===== src/verilog/ecs_consts.svh =====
// numeric constants of the error code status display block
`ifndef ECS_CONSTS_SVH
`define ECS_CONSTS_SVH

// number of error sources, one pending bit each
`define ECS_N_SRC           29
`define ECS_IDX_W           5
`define ECS_TASK_TIME_W     16
`define ECS_LOAD_W          7

// two-digit error codes, listed in ascending order (index order of the pending vector)
`define ECS_CODE_OS_ROM     8'h11
`define ECS_CODE_RAM        8'h12
`define ECS_CODE_FS_ROM     8'h17
`define ECS_CODE_MAC        8'h18
`define ECS_CODE_PMIC       8'h1A
`define ECS_CODE_FLASH      8'h1F
`define ECS_CODE_ILL_INSN   8'h20
`define ECS_CODE_RETAIN     8'h21
`define ECS_CODE_UNRES      8'h23
`define ECS_CODE_TASK_WDT   8'h24
`define ECS_CODE_LOAD_WDT   8'h25
`define ECS_CODE_TASK_CFG   8'h26
`define ECS_CODE_IDIV_ZERO  8'h27
`define ECS_CODE_FDIV_ZERO  8'h28
`define ECS_CODE_ACC_VIOL   8'h29
`define ECS_CODE_OVERFLOW   8'h2A
`define ECS_CODE_FPU_OVER   8'h2B
`define ECS_CODE_FPU_UNDER  8'h2C
`define ECS_CODE_FPU_INEXT  8'h2D
`define ECS_CODE_FPU_INVAL  8'h2E
`define ECS_CODE_FPU_OTHER  8'h2F
`define ECS_CODE_IO_CFG     8'h70
`define ECS_CODE_BATTERY    8'h71
`define ECS_CODE_SPEC_MOD   8'h72
`define ECS_CODE_COMM_CFG   8'h74
`define ECS_CODE_FLASH_WR   8'h77
`define ECS_CODE_IP_CSUM    8'h78
`define ECS_CODE_RTC_INIT   8'h79
`define ECS_CODE_HW_WDT     8'h88
`define ECS_CODE_NONE       8'h00

// error level bands
`define ECS_SER_LO          8'h11
`define ECS_SER_HI          8'h1F
`define ECS_EXC_LO          8'h20
`define ECS_EXC_HI          8'h59
`define ECS_WARN_LO         8'h70
`define ECS_WARN_HI         8'h79

// sources only checked during the power-on phase
`define ECS_POR_ONLY_MASK   29'h0C0000BF

// processor load thresholds in percent
`define ECS_LOAD_THR_OLD    7'h50
`define ECS_LOAD_THR_NEW    7'h64

`endif


===== src/verilog/ecs_pkg.sv =====
// types shared by the error code status display block
`include "ecs_consts.svh"
package ecs_pkg;

    // power-on check phase, then normal operation
    typedef enum logic {
        ECS_POR_CHECK,
        ECS_RUN
    } ecs_state_type;

    // reset command kinds from the host tool
    typedef enum logic [1:0] {
        ECS_RST_COLD,
        ECS_RST_WARM,
        ECS_RST_ORIGIN,
        ECS_RST_NONE
    } ecs_rst_kind_type;

    // one bit per source; bit 0 is the lowest code, the first field the highest
    typedef struct packed {
        logic hw_wdt;
        logic rtc_init;
        logic ip_csum;
        logic flash_wr;
        logic comm_cfg;
        logic spec_mod;
        logic battery;
        logic io_cfg;
        logic fpu_other;
        logic fpu_inval;
        logic fpu_inexact;
        logic fpu_under;
        logic fpu_over;
        logic overflow;
        logic acc_viol;
        logic fdiv_zero;
        logic idiv_zero;
        logic task_cfg;
        logic load_wdt;
        logic task_wdt;
        logic unresolved;
        logic retain_bad;
        logic illegal_insn;
        logic flash_fail;
        logic pmic_fail;
        logic mac_bad;
        logic fs_csum;
        logic ram_fail;
        logic os_csum;
    } ecs_err_vec_type;

    typedef struct packed {
        logic                        valid;
        logic [`ECS_TASK_TIME_W-1:0] cycle_time;
        logic [`ECS_TASK_TIME_W-1:0] wdt_time;
    } ecs_task_chk_type;

    typedef struct packed {
        logic valid;
        logic is_float;
        logic divisor_zero;
    } ecs_div_chk_type;

    // two hexadecimal digits of the status display
    typedef struct packed {
        logic [3:0] hi;
        logic [3:0] lo;
    } ecs_disp_type;

    typedef struct packed {
        logic on;
        logic flash;
    } ecs_led_type;

    typedef struct packed {
        ecs_state_type   state;
        ecs_err_vec_type pend;
        logic            btn_s1;
        logic            btn_s2;
        logic            btn_d;
        ecs_disp_type    disp;
        ecs_led_type     led;
        logic            sys_run;
        logic            app_run;
    } ecs_state_reg_type;

endpackage


===== src/verilog/ecs_prio_select.sv =====
// lowest-index selector over the pending error vector
`timescale 1ns/10ps
module ecs_prio_select #(
    parameter int N     = 29,
    parameter int IDX_W = 5
) (
    input  wire logic [N-1:0]     i_pend,
    output logic                  o_any,
    output logic [IDX_W-1:0]      o_idx
);

    // scan downward so the lowest set bit wins; index order equals code order
    always_comb begin
        o_any = 1'b0;
        o_idx = '0;
        for (int i = N - 1; i >= 0; i--) begin
            if (i_pend[i]) begin
                o_any = 1'b1;
                o_idx = IDX_W'(i);
            end
        end
    end

endmodule


===== src/verilog/ecs_status_display.sv =====
// error collector, level classifier and two-digit status display driver
`timescale 1ns/10ps
`include "ecs_consts.svh"

// Summary of operation
// - with several errors pending, the smallest code is displayed
// - 88 and 11..1F are serious, latched until power cycle, stop everything
// - 20..59 are exceptions, cleared only by a cold, warm or origin reset
// - 70..79 are warnings and stop neither system nor application
// - the operator clear button clears a displayed warning code
// - hardware watchdog expiry raises 88 and stops system and application
// - power-on checksum mismatch raises 11 for the OS and 17 for files
// - failed power-on RAM read/write check raises 12
// - missing or invalid network address at power-on raises 18
// - failed power management initialisation at power-on raises 1A
// - failed flash access at power-on raises 1F
// - codes 20..2F keep the system running and stop the application
// - retained memory checksum error at power-on raises 21
// - task cycle time above its watchdog time raises 24
// - processor load at 80 or 100 percent by firmware raises 25
// - zero divisor raises 27 for integer and 28 for float division
// - float faults raise 2B, 2C, 2D, 2E and 2F
// - processor overflow raises 2A, access violation raises 29
// - while the system is stopped, host tool communication is refused
// - low battery flashes the error indicator, unless a serious or exception code holds it steadily on, and shows 71
// - codes stay latched, except 71 which follows the battery
// - display shows 00 with nothing pending, else the selected code
module ecs_status_display (
    input  wire logic                      i_core_clk,
    input  wire logic                      i_rstn,
    input  wire logic                      i_ce,
    input  wire ecs_pkg::ecs_err_vec_type  i_detect,
    input  wire logic                      i_por_done,
    input  wire ecs_pkg::ecs_task_chk_type i_task_chk,
    input  wire logic [`ECS_LOAD_W-1:0]    i_cpu_load_pct,
    input  wire logic                      i_fw_newer,
    input  wire ecs_pkg::ecs_div_chk_type  i_div_chk,
    input  wire logic                      i_reset_cmd,
    input  wire ecs_pkg::ecs_rst_kind_type i_reset_kind,
    input  wire logic                      i_error_clear_button,
    output ecs_pkg::ecs_disp_type          o_disp,
    output ecs_pkg::ecs_led_type           o_err_led,
    output logic                           o_sys_run,
    output logic                           o_app_run,
    output logic                           o_host_comm_en
);

    localparam int N_SRC = `ECS_N_SRC;
    localparam int IDX_W = `ECS_IDX_W;

    // code of each pending bit, ascending
    localparam logic [7:0] CODE_TAB [0:N_SRC-1] = '{
        `ECS_CODE_OS_ROM,    `ECS_CODE_RAM,       `ECS_CODE_FS_ROM,   `ECS_CODE_MAC,
        `ECS_CODE_PMIC,      `ECS_CODE_FLASH,     `ECS_CODE_ILL_INSN, `ECS_CODE_RETAIN,
        `ECS_CODE_UNRES,     `ECS_CODE_TASK_WDT,  `ECS_CODE_LOAD_WDT, `ECS_CODE_TASK_CFG,
        `ECS_CODE_IDIV_ZERO, `ECS_CODE_FDIV_ZERO, `ECS_CODE_ACC_VIOL, `ECS_CODE_OVERFLOW,
        `ECS_CODE_FPU_OVER,  `ECS_CODE_FPU_UNDER, `ECS_CODE_FPU_INEXT, `ECS_CODE_FPU_INVAL,
        `ECS_CODE_FPU_OTHER, `ECS_CODE_IO_CFG,    `ECS_CODE_BATTERY,  `ECS_CODE_SPEC_MOD,
        `ECS_CODE_COMM_CFG,  `ECS_CODE_FLASH_WR,  `ECS_CODE_IP_CSUM,  `ECS_CODE_RTC_INIT,
        `ECS_CODE_HW_WDT
    };

    function automatic logic [7:0] code_of(input logic [IDX_W-1:0] idx);
        code_of = CODE_TAB[idx];
    endfunction

    function automatic logic is_serious(input logic [7:0] code);
        is_serious = (code == `ECS_CODE_HW_WDT) ||
                     (code >= `ECS_SER_LO && code <= `ECS_SER_HI);
    endfunction

    function automatic logic is_exc(input logic [7:0] code);
        is_exc = (code >= `ECS_EXC_LO) && (code <= `ECS_EXC_HI);
    endfunction

    function automatic logic is_warn(input logic [7:0] code);
        is_warn = (code >= `ECS_WARN_LO) && (code <= `ECS_WARN_HI);
    endfunction

    ecs_pkg::ecs_state_reg_type st_reg;
    ecs_pkg::ecs_state_reg_type st_next;
    logic [N_SRC-1:0]           ser_mask;
    logic [N_SRC-1:0]           exc_mask;
    logic [N_SRC-1:0]           warn_mask;
    logic                       sel_any;
    logic [IDX_W-1:0]           sel_idx;
    logic [7:0]                 sel_code;
    logic [`ECS_LOAD_W-1:0]     load_thr;

    // level masks derived from the code table, constant after elaboration
    always_comb begin
        for (int i = 0; i < N_SRC; i++) begin
            ser_mask[i]  = is_serious(CODE_TAB[i]);
            exc_mask[i]  = is_exc(CODE_TAB[i]);
            warn_mask[i] = is_warn(CODE_TAB[i]);
        end
    end

    // single-cycle selection of the lowest pending code
    ecs_prio_select #(
        .N     (N_SRC),
        .IDX_W (IDX_W)
    ) u_prio (
        .i_pend (st_reg.pend),
        .o_any  (sel_any),
        .o_idx  (sel_idx)
    );

    assign sel_code = sel_any ? code_of(sel_idx) : `ECS_CODE_NONE;
    assign load_thr = i_fw_newer ? `ECS_LOAD_THR_NEW : `ECS_LOAD_THR_OLD;

    // next-state logic: sets, clears, display and run enables
    always_comb begin
        ecs_pkg::ecs_err_vec_type det;
        logic [N_SRC-1:0]         set_v;
        logic [N_SRC-1:0]         clr_v;
        logic                     press;
        det     = i_detect;
        st_next = st_reg;
        clr_v   = '0;
        set_v   = '0;
        press   = 1'b0;
        // internal comparators feed the same sources as the direct flags
        if (i_task_chk.valid && (i_task_chk.cycle_time > i_task_chk.wdt_time)) begin
            det.task_wdt = 1'b1;
        end
        if (i_cpu_load_pct >= load_thr) begin
            det.load_wdt = 1'b1;
        end
        if (i_div_chk.valid && i_div_chk.divisor_zero) begin
            if (i_div_chk.is_float) begin
                det.fdiv_zero = 1'b1;
            end else begin
                det.idiv_zero = 1'b1;
            end
        end
        // power-on checks count only before the check phase is closed
        set_v = N_SRC'(det);
        if (st_reg.state != ecs_pkg::ECS_POR_CHECK) begin
            set_v = set_v & ~`ECS_POR_ONLY_MASK;
        end
        // button: two-stage synchroniser, then rising-edge detect on the second stage
        st_next.btn_s1 = i_error_clear_button;
        st_next.btn_s2 = st_reg.btn_s1;
        st_next.btn_d  = st_reg.btn_s2;
        press          = st_reg.btn_s2 && !st_reg.btn_d;
        if (press && sel_any && is_warn(sel_code)) begin
            clr_v[sel_idx] = 1'b1;
        end
        // only a real reset command kind clears exceptions; serious codes never clear
        if (i_reset_cmd && (i_reset_kind != ecs_pkg::ECS_RST_NONE)) begin
            clr_v = clr_v | exc_mask;
        end
        // set wins over clear so an event in the clearing cycle is kept
        st_next.pend = ecs_pkg::ecs_err_vec_type'(
            (N_SRC'(st_reg.pend) & ~clr_v) | set_v);
        // the battery bit is a level and clears itself once replaced
        st_next.pend.battery = det.battery;
        // display and outputs lag the pending vector by one cycle
        st_next.disp = ecs_pkg::ecs_disp_type'(sel_code);
        st_next.led.on    = |(N_SRC'(st_reg.pend) & (ser_mask | exc_mask));
        st_next.led.flash = !st_next.led.on &&
                            |(N_SRC'(st_reg.pend) & warn_mask);
        // warnings are absent here on purpose: they never stop anything
        st_next.sys_run = (st_reg.state == ecs_pkg::ECS_RUN) &&
                          !(|(N_SRC'(st_reg.pend) & ser_mask));
        st_next.app_run = st_next.sys_run &&
                          !(|(N_SRC'(st_reg.pend) & exc_mask));
        case (st_reg.state)
            ecs_pkg::ECS_POR_CHECK: begin
                if (i_por_done) begin
                    st_next.state = ecs_pkg::ECS_RUN;
                end
            end
            ecs_pkg::ECS_RUN: begin
                st_next.state = ecs_pkg::ECS_RUN;
            end
            default: begin
                st_next.state = ecs_pkg::ECS_POR_CHECK;
            end
        endcase
    end

    // all state frozen while the clock enable is low; reset is power-on only
    always_ff @(posedge i_core_clk or negedge i_rstn) begin
        if (!i_rstn) begin
            st_reg <= '0;
        end else if (i_ce) begin
            st_reg <= st_next;
        end
    end

    assign o_disp         = st_reg.disp;
    assign o_err_led      = st_reg.led;
    assign o_sys_run      = st_reg.sys_run;
    assign o_app_run      = st_reg.app_run;
    // a stopped system program cannot talk to the host tool
    assign o_host_comm_en = st_reg.sys_run;

    a_lowest_shown: assert property (
        @(posedge i_core_clk) disable iff (!i_rstn)
        i_ce |=> (o_disp == ecs_pkg::ecs_disp_type'($past(sel_code))))
        else $error("display does not show lowest pending code");

    a_idle_shows_zero: assert property (
        @(posedge i_core_clk) disable iff (!i_rstn)
        (i_ce && !(|st_reg.pend)) |=> (o_disp == ecs_pkg::ecs_disp_type'(8'h00)))
        else $error("display not 00 with nothing pending");

    a_serious_stops: assert property (
        @(posedge i_core_clk) disable iff (!i_rstn)
        (i_ce && |(N_SRC'(st_reg.pend) & ser_mask)) |=> (!o_sys_run && !o_app_run))
        else $error("serious error did not stop execution");

    a_serious_kept: assert property (
        @(posedge i_core_clk) disable iff (!i_rstn)
        i_ce |=> ((N_SRC'(st_reg.pend) & $past(N_SRC'(st_reg.pend) & ser_mask))
                  == $past(N_SRC'(st_reg.pend) & ser_mask)))
        else $error("serious code was cleared");

    a_exc_only_reset: assert property (
        @(posedge i_core_clk) disable iff (!i_rstn)
        (i_ce && !i_reset_cmd) |=>
        ((N_SRC'(st_reg.pend) & $past(N_SRC'(st_reg.pend) & exc_mask))
         == $past(N_SRC'(st_reg.pend) & exc_mask)))
        else $error("exception code cleared without reset command");

    a_warn_no_stop: assert property (
        @(posedge i_core_clk) disable iff (!i_rstn)
        (i_ce && st_reg.state == ecs_pkg::ECS_RUN &&
         !(|(N_SRC'(st_reg.pend) & (ser_mask | exc_mask)))) |=> (o_sys_run && o_app_run))
        else $error("warning stopped execution");

    a_wdt_stops: assert property (
        @(posedge i_core_clk) disable iff (!i_rstn)
        (i_ce && i_detect.hw_wdt) ##1 i_ce |=> (!o_sys_run && !o_app_run && o_err_led.on))
        else $error("watchdog expiry did not stop execution");

    a_exc_app_stop: assert property (
        @(posedge i_core_clk) disable iff (!i_rstn)
        (i_ce && st_reg.state == ecs_pkg::ECS_RUN && |(N_SRC'(st_reg.pend) & exc_mask) &&
         !(|(N_SRC'(st_reg.pend) & ser_mask))) |=> (o_sys_run && !o_app_run))
        else $error("exception did not stop only the application");

    a_host_refused: assert property (
        @(posedge i_core_clk) disable iff (!i_rstn)
        !o_sys_run |-> !o_host_comm_en)
        else $error("host communication allowed while stopped");

    a_battery_follows: assert property (
        @(posedge i_core_clk) disable iff (!i_rstn)
        (i_ce && !i_detect.battery) |=> !st_reg.pend.battery)
        else $error("battery code did not clear after replacement");

    a_load_raises: assert property (
        @(posedge i_core_clk) disable iff (!i_rstn)
        (i_ce && i_cpu_load_pct >= load_thr) |=> st_reg.pend.load_wdt)
        else $error("processor load threshold did not raise 25");

    a_div_zero: assert property (
        @(posedge i_core_clk) disable iff (!i_rstn)
        (i_ce && i_div_chk.valid && i_div_chk.divisor_zero) |=>
        ($past(i_div_chk.is_float) ? st_reg.pend.fdiv_zero : st_reg.pend.idiv_zero))
        else $error("zero divisor did not raise its code");

    a_os_sum_raise: assert property (
        @(posedge i_core_clk) disable iff (!i_rstn)
        (i_ce && st_reg.state == ecs_pkg::ECS_POR_CHECK && i_detect.os_csum) |=>
        st_reg.pend.os_csum)
        else $error("power-on image checksum failure did not raise 11");

    a_por_window: assert property (
        @(posedge i_core_clk) disable iff (!i_rstn)
        (i_ce && st_reg.state == ecs_pkg::ECS_RUN && !st_reg.pend.os_csum) |=>
        !st_reg.pend.os_csum)
        else $error("power-on check accepted after check phase");

    a_ram_check_raise: assert property (
        @(posedge i_core_clk) disable iff (!i_rstn)
        (i_ce && st_reg.state == ecs_pkg::ECS_POR_CHECK && i_detect.ram_fail) |=>
        st_reg.pend.ram_fail)
        else $error("power-on memory check failure did not raise 12");

    a_retain_raise: assert property (
        @(posedge i_core_clk) disable iff (!i_rstn)
        (i_ce && st_reg.state == ecs_pkg::ECS_POR_CHECK && i_detect.retain_bad) |=>
        st_reg.pend.retain_bad)
        else $error("retained data checksum failure did not raise 21");

    a_illegal_raise: assert property (
        @(posedge i_core_clk) disable iff (!i_rstn)
        (i_ce && i_detect.illegal_insn) |=> st_reg.pend.illegal_insn)
        else $error("illegal instruction did not raise 20");

    a_task_raise: assert property (
        @(posedge i_core_clk) disable iff (!i_rstn)
        (i_ce && i_task_chk.valid && (i_task_chk.cycle_time > i_task_chk.wdt_time)) |=>
        st_reg.pend.task_wdt)
        else $error("task cycle overrun did not raise 24");

    a_warn_clear: assert property (
        @(posedge i_core_clk) disable iff (!i_rstn)
        (i_ce && st_reg.btn_s2 && !st_reg.btn_d && sel_code == `ECS_CODE_IO_CFG &&
         !i_detect.io_cfg) |=> !st_reg.pend.io_cfg)
        else $error("button press did not clear the shown warning");

    a_battery_blink: assert property (
        @(posedge i_core_clk) disable iff (!i_rstn)
        (i_ce && i_detect.battery) ##1
        (i_ce && !(|(N_SRC'(st_reg.pend) & (ser_mask | exc_mask)))) |=> o_err_led.flash)
        else $error("battery low did not flash the error indicator");

endmodule


===== config.mk =====
export PLATFORM = sky130hd
export DESIGN_NAME = ecs_status_display
export DESIGN_NICKNAME = d
export VERILOG_FILES = /design/src/verilog/ecs_pkg.sv /design/src/verilog/ecs_prio_select.sv /design/src/verilog/ecs_status_display.sv
export VERILOG_INCLUDE_DIRS = /design/src /design/src/verilog
export SDC_FILE = /design/constraint.sdc
export NUM_CORES = 1
export LEC_CHECK = 0
export BUFFER_PORTS_ARGS = -buffer_cell sky130_fd_sc_hd__clkbuf_2
export CORE_MARGIN = 5
export CORE_UTILIZATION = 47
export CTS_CLUSTER_SIZE = 40
export DETAILED_ROUTE_END_ITERATION = 6
export PLACE_DENSITY = 0.77
export SLEW_MARGIN = 15
export SYNTH_ARGS = -nofsm -noshare
export SYNTH_HDL_FRONTEND = slang
export SYNTH_SLANG_ARGS = --single-unit
export TNS_END_PERCENT = 50

===== constraint.sdc =====
create_clock -name i_core_clk -period 2.5 [get_ports i_core_clk]
set_input_delay 0.5 -clock i_core_clk [delete_from_list [all_inputs] [get_ports i_core_clk]]
set_output_delay 0.5 -clock i_core_clk [all_outputs]
set_load 0.01 [all_outputs]

==> flow_summary.yaml <==
outcome:
  status: "finished with violations"
  violations: "setup timing"
global_route:
  grt_overflow_total: 0
  track_usage_pct: 21.7
  antenna_found_initial: 0
  grt_pass1_vias: 3245
  grt_max_degree: 46
  grt_pass1_wl_um: 15000
route:
  viasPerCell: 5.41
  drc: 0
  postRouteWirelength_um: 8800
  vias: 3084
  drtAntennaViolNets: 0
  wire_per_inst_um: 15.4
  dr.pass1.iters: 4
  drtIter0Drc: 100
sta:
  relSlewSlack_pct: 62.7
  clock_skew_ns: 0.00879
  fin_crit_ns: 2.63
  hold_viol: 0
  hold_ws_ns: 0.274
  setup_viol: 7
  rsz0062_at_grt: "yes"
  finalMaxSlewViolations: 0
  worst-slew-pin-transition_ns: 0.558
  setup_ws_ns: -0.133
  fmax_ghz: 0.380
  fin_crit_sh_pct: 105
placed_design:
  post-place-cells: 561
  port_buffers: 93
  hpwlAfterDp_um: 7200
  postPlaceCellArea_um2: 4130
  gp_congestion: 0.885
setup_path:
  crit_slowest_cell: "dfrtp_1"
  startpoint_type: "flop"
  path_common_cell: "o211ai_1"
  ff2ff_setup_slack_ns: -0.13
  worstPathArrival_ns: 2.85
  r2r_start: "st_reg[36]"
  r2r_end: "st_reg[38]"
  worst_setup_path_end_kind: "flop"
  critPathMaxFanout: 6
  crit_type: "flop to flop"
  required_ns: 2.72
  r2r_cells: 12
  path_cells: "nor2_1 > o31a_1 > a211oi_2 > a2111oi_4 > inv_2 > buf_4 > ha_2 > nand3_1 > o211ai_1 > o211ai_1 > a21o_4 > a32oi_2"
  cpPeakStageDelay_ns: 0.47
clock_tree:
  clk_pin_slew_ns: 0.09
  clk_latency_ns: 0.30
  root_buffer: "clkbuf_8"
  cts_sinks: 45
  cts_tree: "built"
  cts_made_buffers: 5
  cts_buffer_depth: 2
  htree_levels: 2
final_layout:
  multi_input_area_um2: 1900
  post_layout_nonfiller_instances: 570
  final_cell_mix: "clkbuf_2 (93), buf_4 (64), dfrtp_1 (44), inv_1 (33), nand2_1 (30)"
  antenna_cells: 0
  nets: 595
  drive_gt1_share_pct: 42.0
  area_growth_pct: 34.8
  fill_cells: 577
  final_common_cell: "clkbuf_2"
  fin_area_um2: 4280
  largest_reg_flops: 31
  seq_area_um2: 1130
power_and_ir_drop:
  total_leakage_power_nw: 2.11
  power_density_nw_per_um2: 430
  irDropWorstVdd_uv: 284
die:
  dieHeight_um: 92.2
  rows: 30
  start_util_pct: 47.6
  die_area_um2: 8510
  die_w_um: 92.2
  coreArea_um2: 6680
  io_pins: 94
synthesis:
  synth_edf_count: 0
  synth_cell_types: 65
  postSynth.asyncResetShare_pct: 100
  yosysSeqAreaShare_pct: 35.4
  netlist_area_um2: 3180
  synthFlopType: "dfrtp_1"
  syn_nets: 449
  yosys_warnings: 0
  synth-seq-cells: 45
  synth.avg_cell_area_um2: 9.27
  synthCells: 343
worst_hold_path:
  hold_class: "input port to asynchronous set/reset pin"
flow_run:
  max-cap-violations: 0
-- critical path: cells and delay by family, from the launching register on --
kind / cells / cell delay, ns
compound gates: 7 / 1.44
fa+ha+maj: 1 / 0.21
buf+inv: 2 / 0.24
flops: 1 / 0.47
simple gates: 2 / 0.18
-- cells in the mapped netlist (all sizes together) (2+ instances only) --
library cell  count  area share [%]
a211oi            4             1.3
a21o             13             3.3
a21oi            17             2.7
a221oi            2            0.55
a22o             12             3.3
a31o              3            0.83
a31oi             8             1.8
a32oi             2            0.79
and2              2            0.39
and3              7             1.4
buf              12             2.7
clkbuf            6            0.71
dfrtp            45              35
ha               25             9.8
inv              34             4.0
mux2              5             1.8
mux2i             3            0.94
nand2            30             3.5
nand2b            3            0.59
nand3             7             1.1
nand4             4            0.98
nor2             28             3.7
nor2b             4            0.79
nor3              6            0.94
nor4             10             3.7
o211ai            3            0.71
o21a              2            0.47
o21ai            15             2.8
o21bai            2            0.47
o22ai             2            0.39
o311ai            2            0.55
o31a              2            0.55
o31ai             2            0.47
or2               2            0.39
or4               5             1.5
-- report_power, final --
group / internal, mW / leakage, nW / total, mW / switching [mW]
clock network: 0.193 / 0.0439 / 0.449 / 0.256
registers: 0.793 / 0.501 / 0.851 / 0.0571
logic: 0.290 / 1.57 / 0.544 / 0.254
total: 1.28 / 2.11 / 1.84 / 0.567
-- metrics by stage --
stage               setup WS (ns)  util [%]  power (mW)  TNS (ns)
floorplan                 -0.0198         -        1.13   -0.0198
global placement           -0.135      61.9        1.37    -0.540
detailed placement         -0.208      61.9        1.38    -0.958
CTS                       -0.0805      63.9        1.86    -0.153
global route               -0.211      64.1        1.96     -1.49
finish                     -0.133      64.1        1.84    -0.574
-- cell families after synthesis --
family | Yosys count | share of synthesized area (%)
compound gates | 100 | 24.1
fa+ha+maj | 25 | 9.84
buf+inv | 52 | 7.44
flops | 45 | 35.4
mux | 8 | 2.72
simple gates | 113 | 20.5
-- routing by layer --
metal	wire [um]	part of all wire (%)	up-vias	track usage (%)
met2	4420	50	94	37.7
met3	520	5.9	6	4.51
met5	0	0	-	0
met1	3770	43	1450	27.4
met4	86	0.98	0	5.82
li1	-	-	1534	-
-- timing repair --
item                       4_1_cts  5_1_grt
buffers inserted                 3        0
pin swaps                        7        5
hold buffers                     0        0
gates resized for setup         10        3
setup endpoints to repair        7       11
-- worst max-delay path by stage --
stage | slack (ns) | end | from
CTS | -0.08 | st_reg[38] | st_reg[42]
finish | -0.13 | st_reg[38] | st_reg[36]
global placement | -0.13 | st_reg[38] | st_reg[42]
floorplan | -0.02 | st_reg[38] | st_reg[32]
detailed placement | -0.21 | st_reg[38] | st_reg[42]
global route | -0.21 | st_reg[38] | st_reg[31]
-- area by class of cell --
cell class	instances	share of cell area [%]
flip-flops and latches	45	26.3
clock inverters	3	0.409
well taps	80	2.34
inverters	34	2.98
repair buffers	157	22.1
clock buffers	5	1.61
multi-input cells	246	44.3
(Power assumes the default switching activity.)
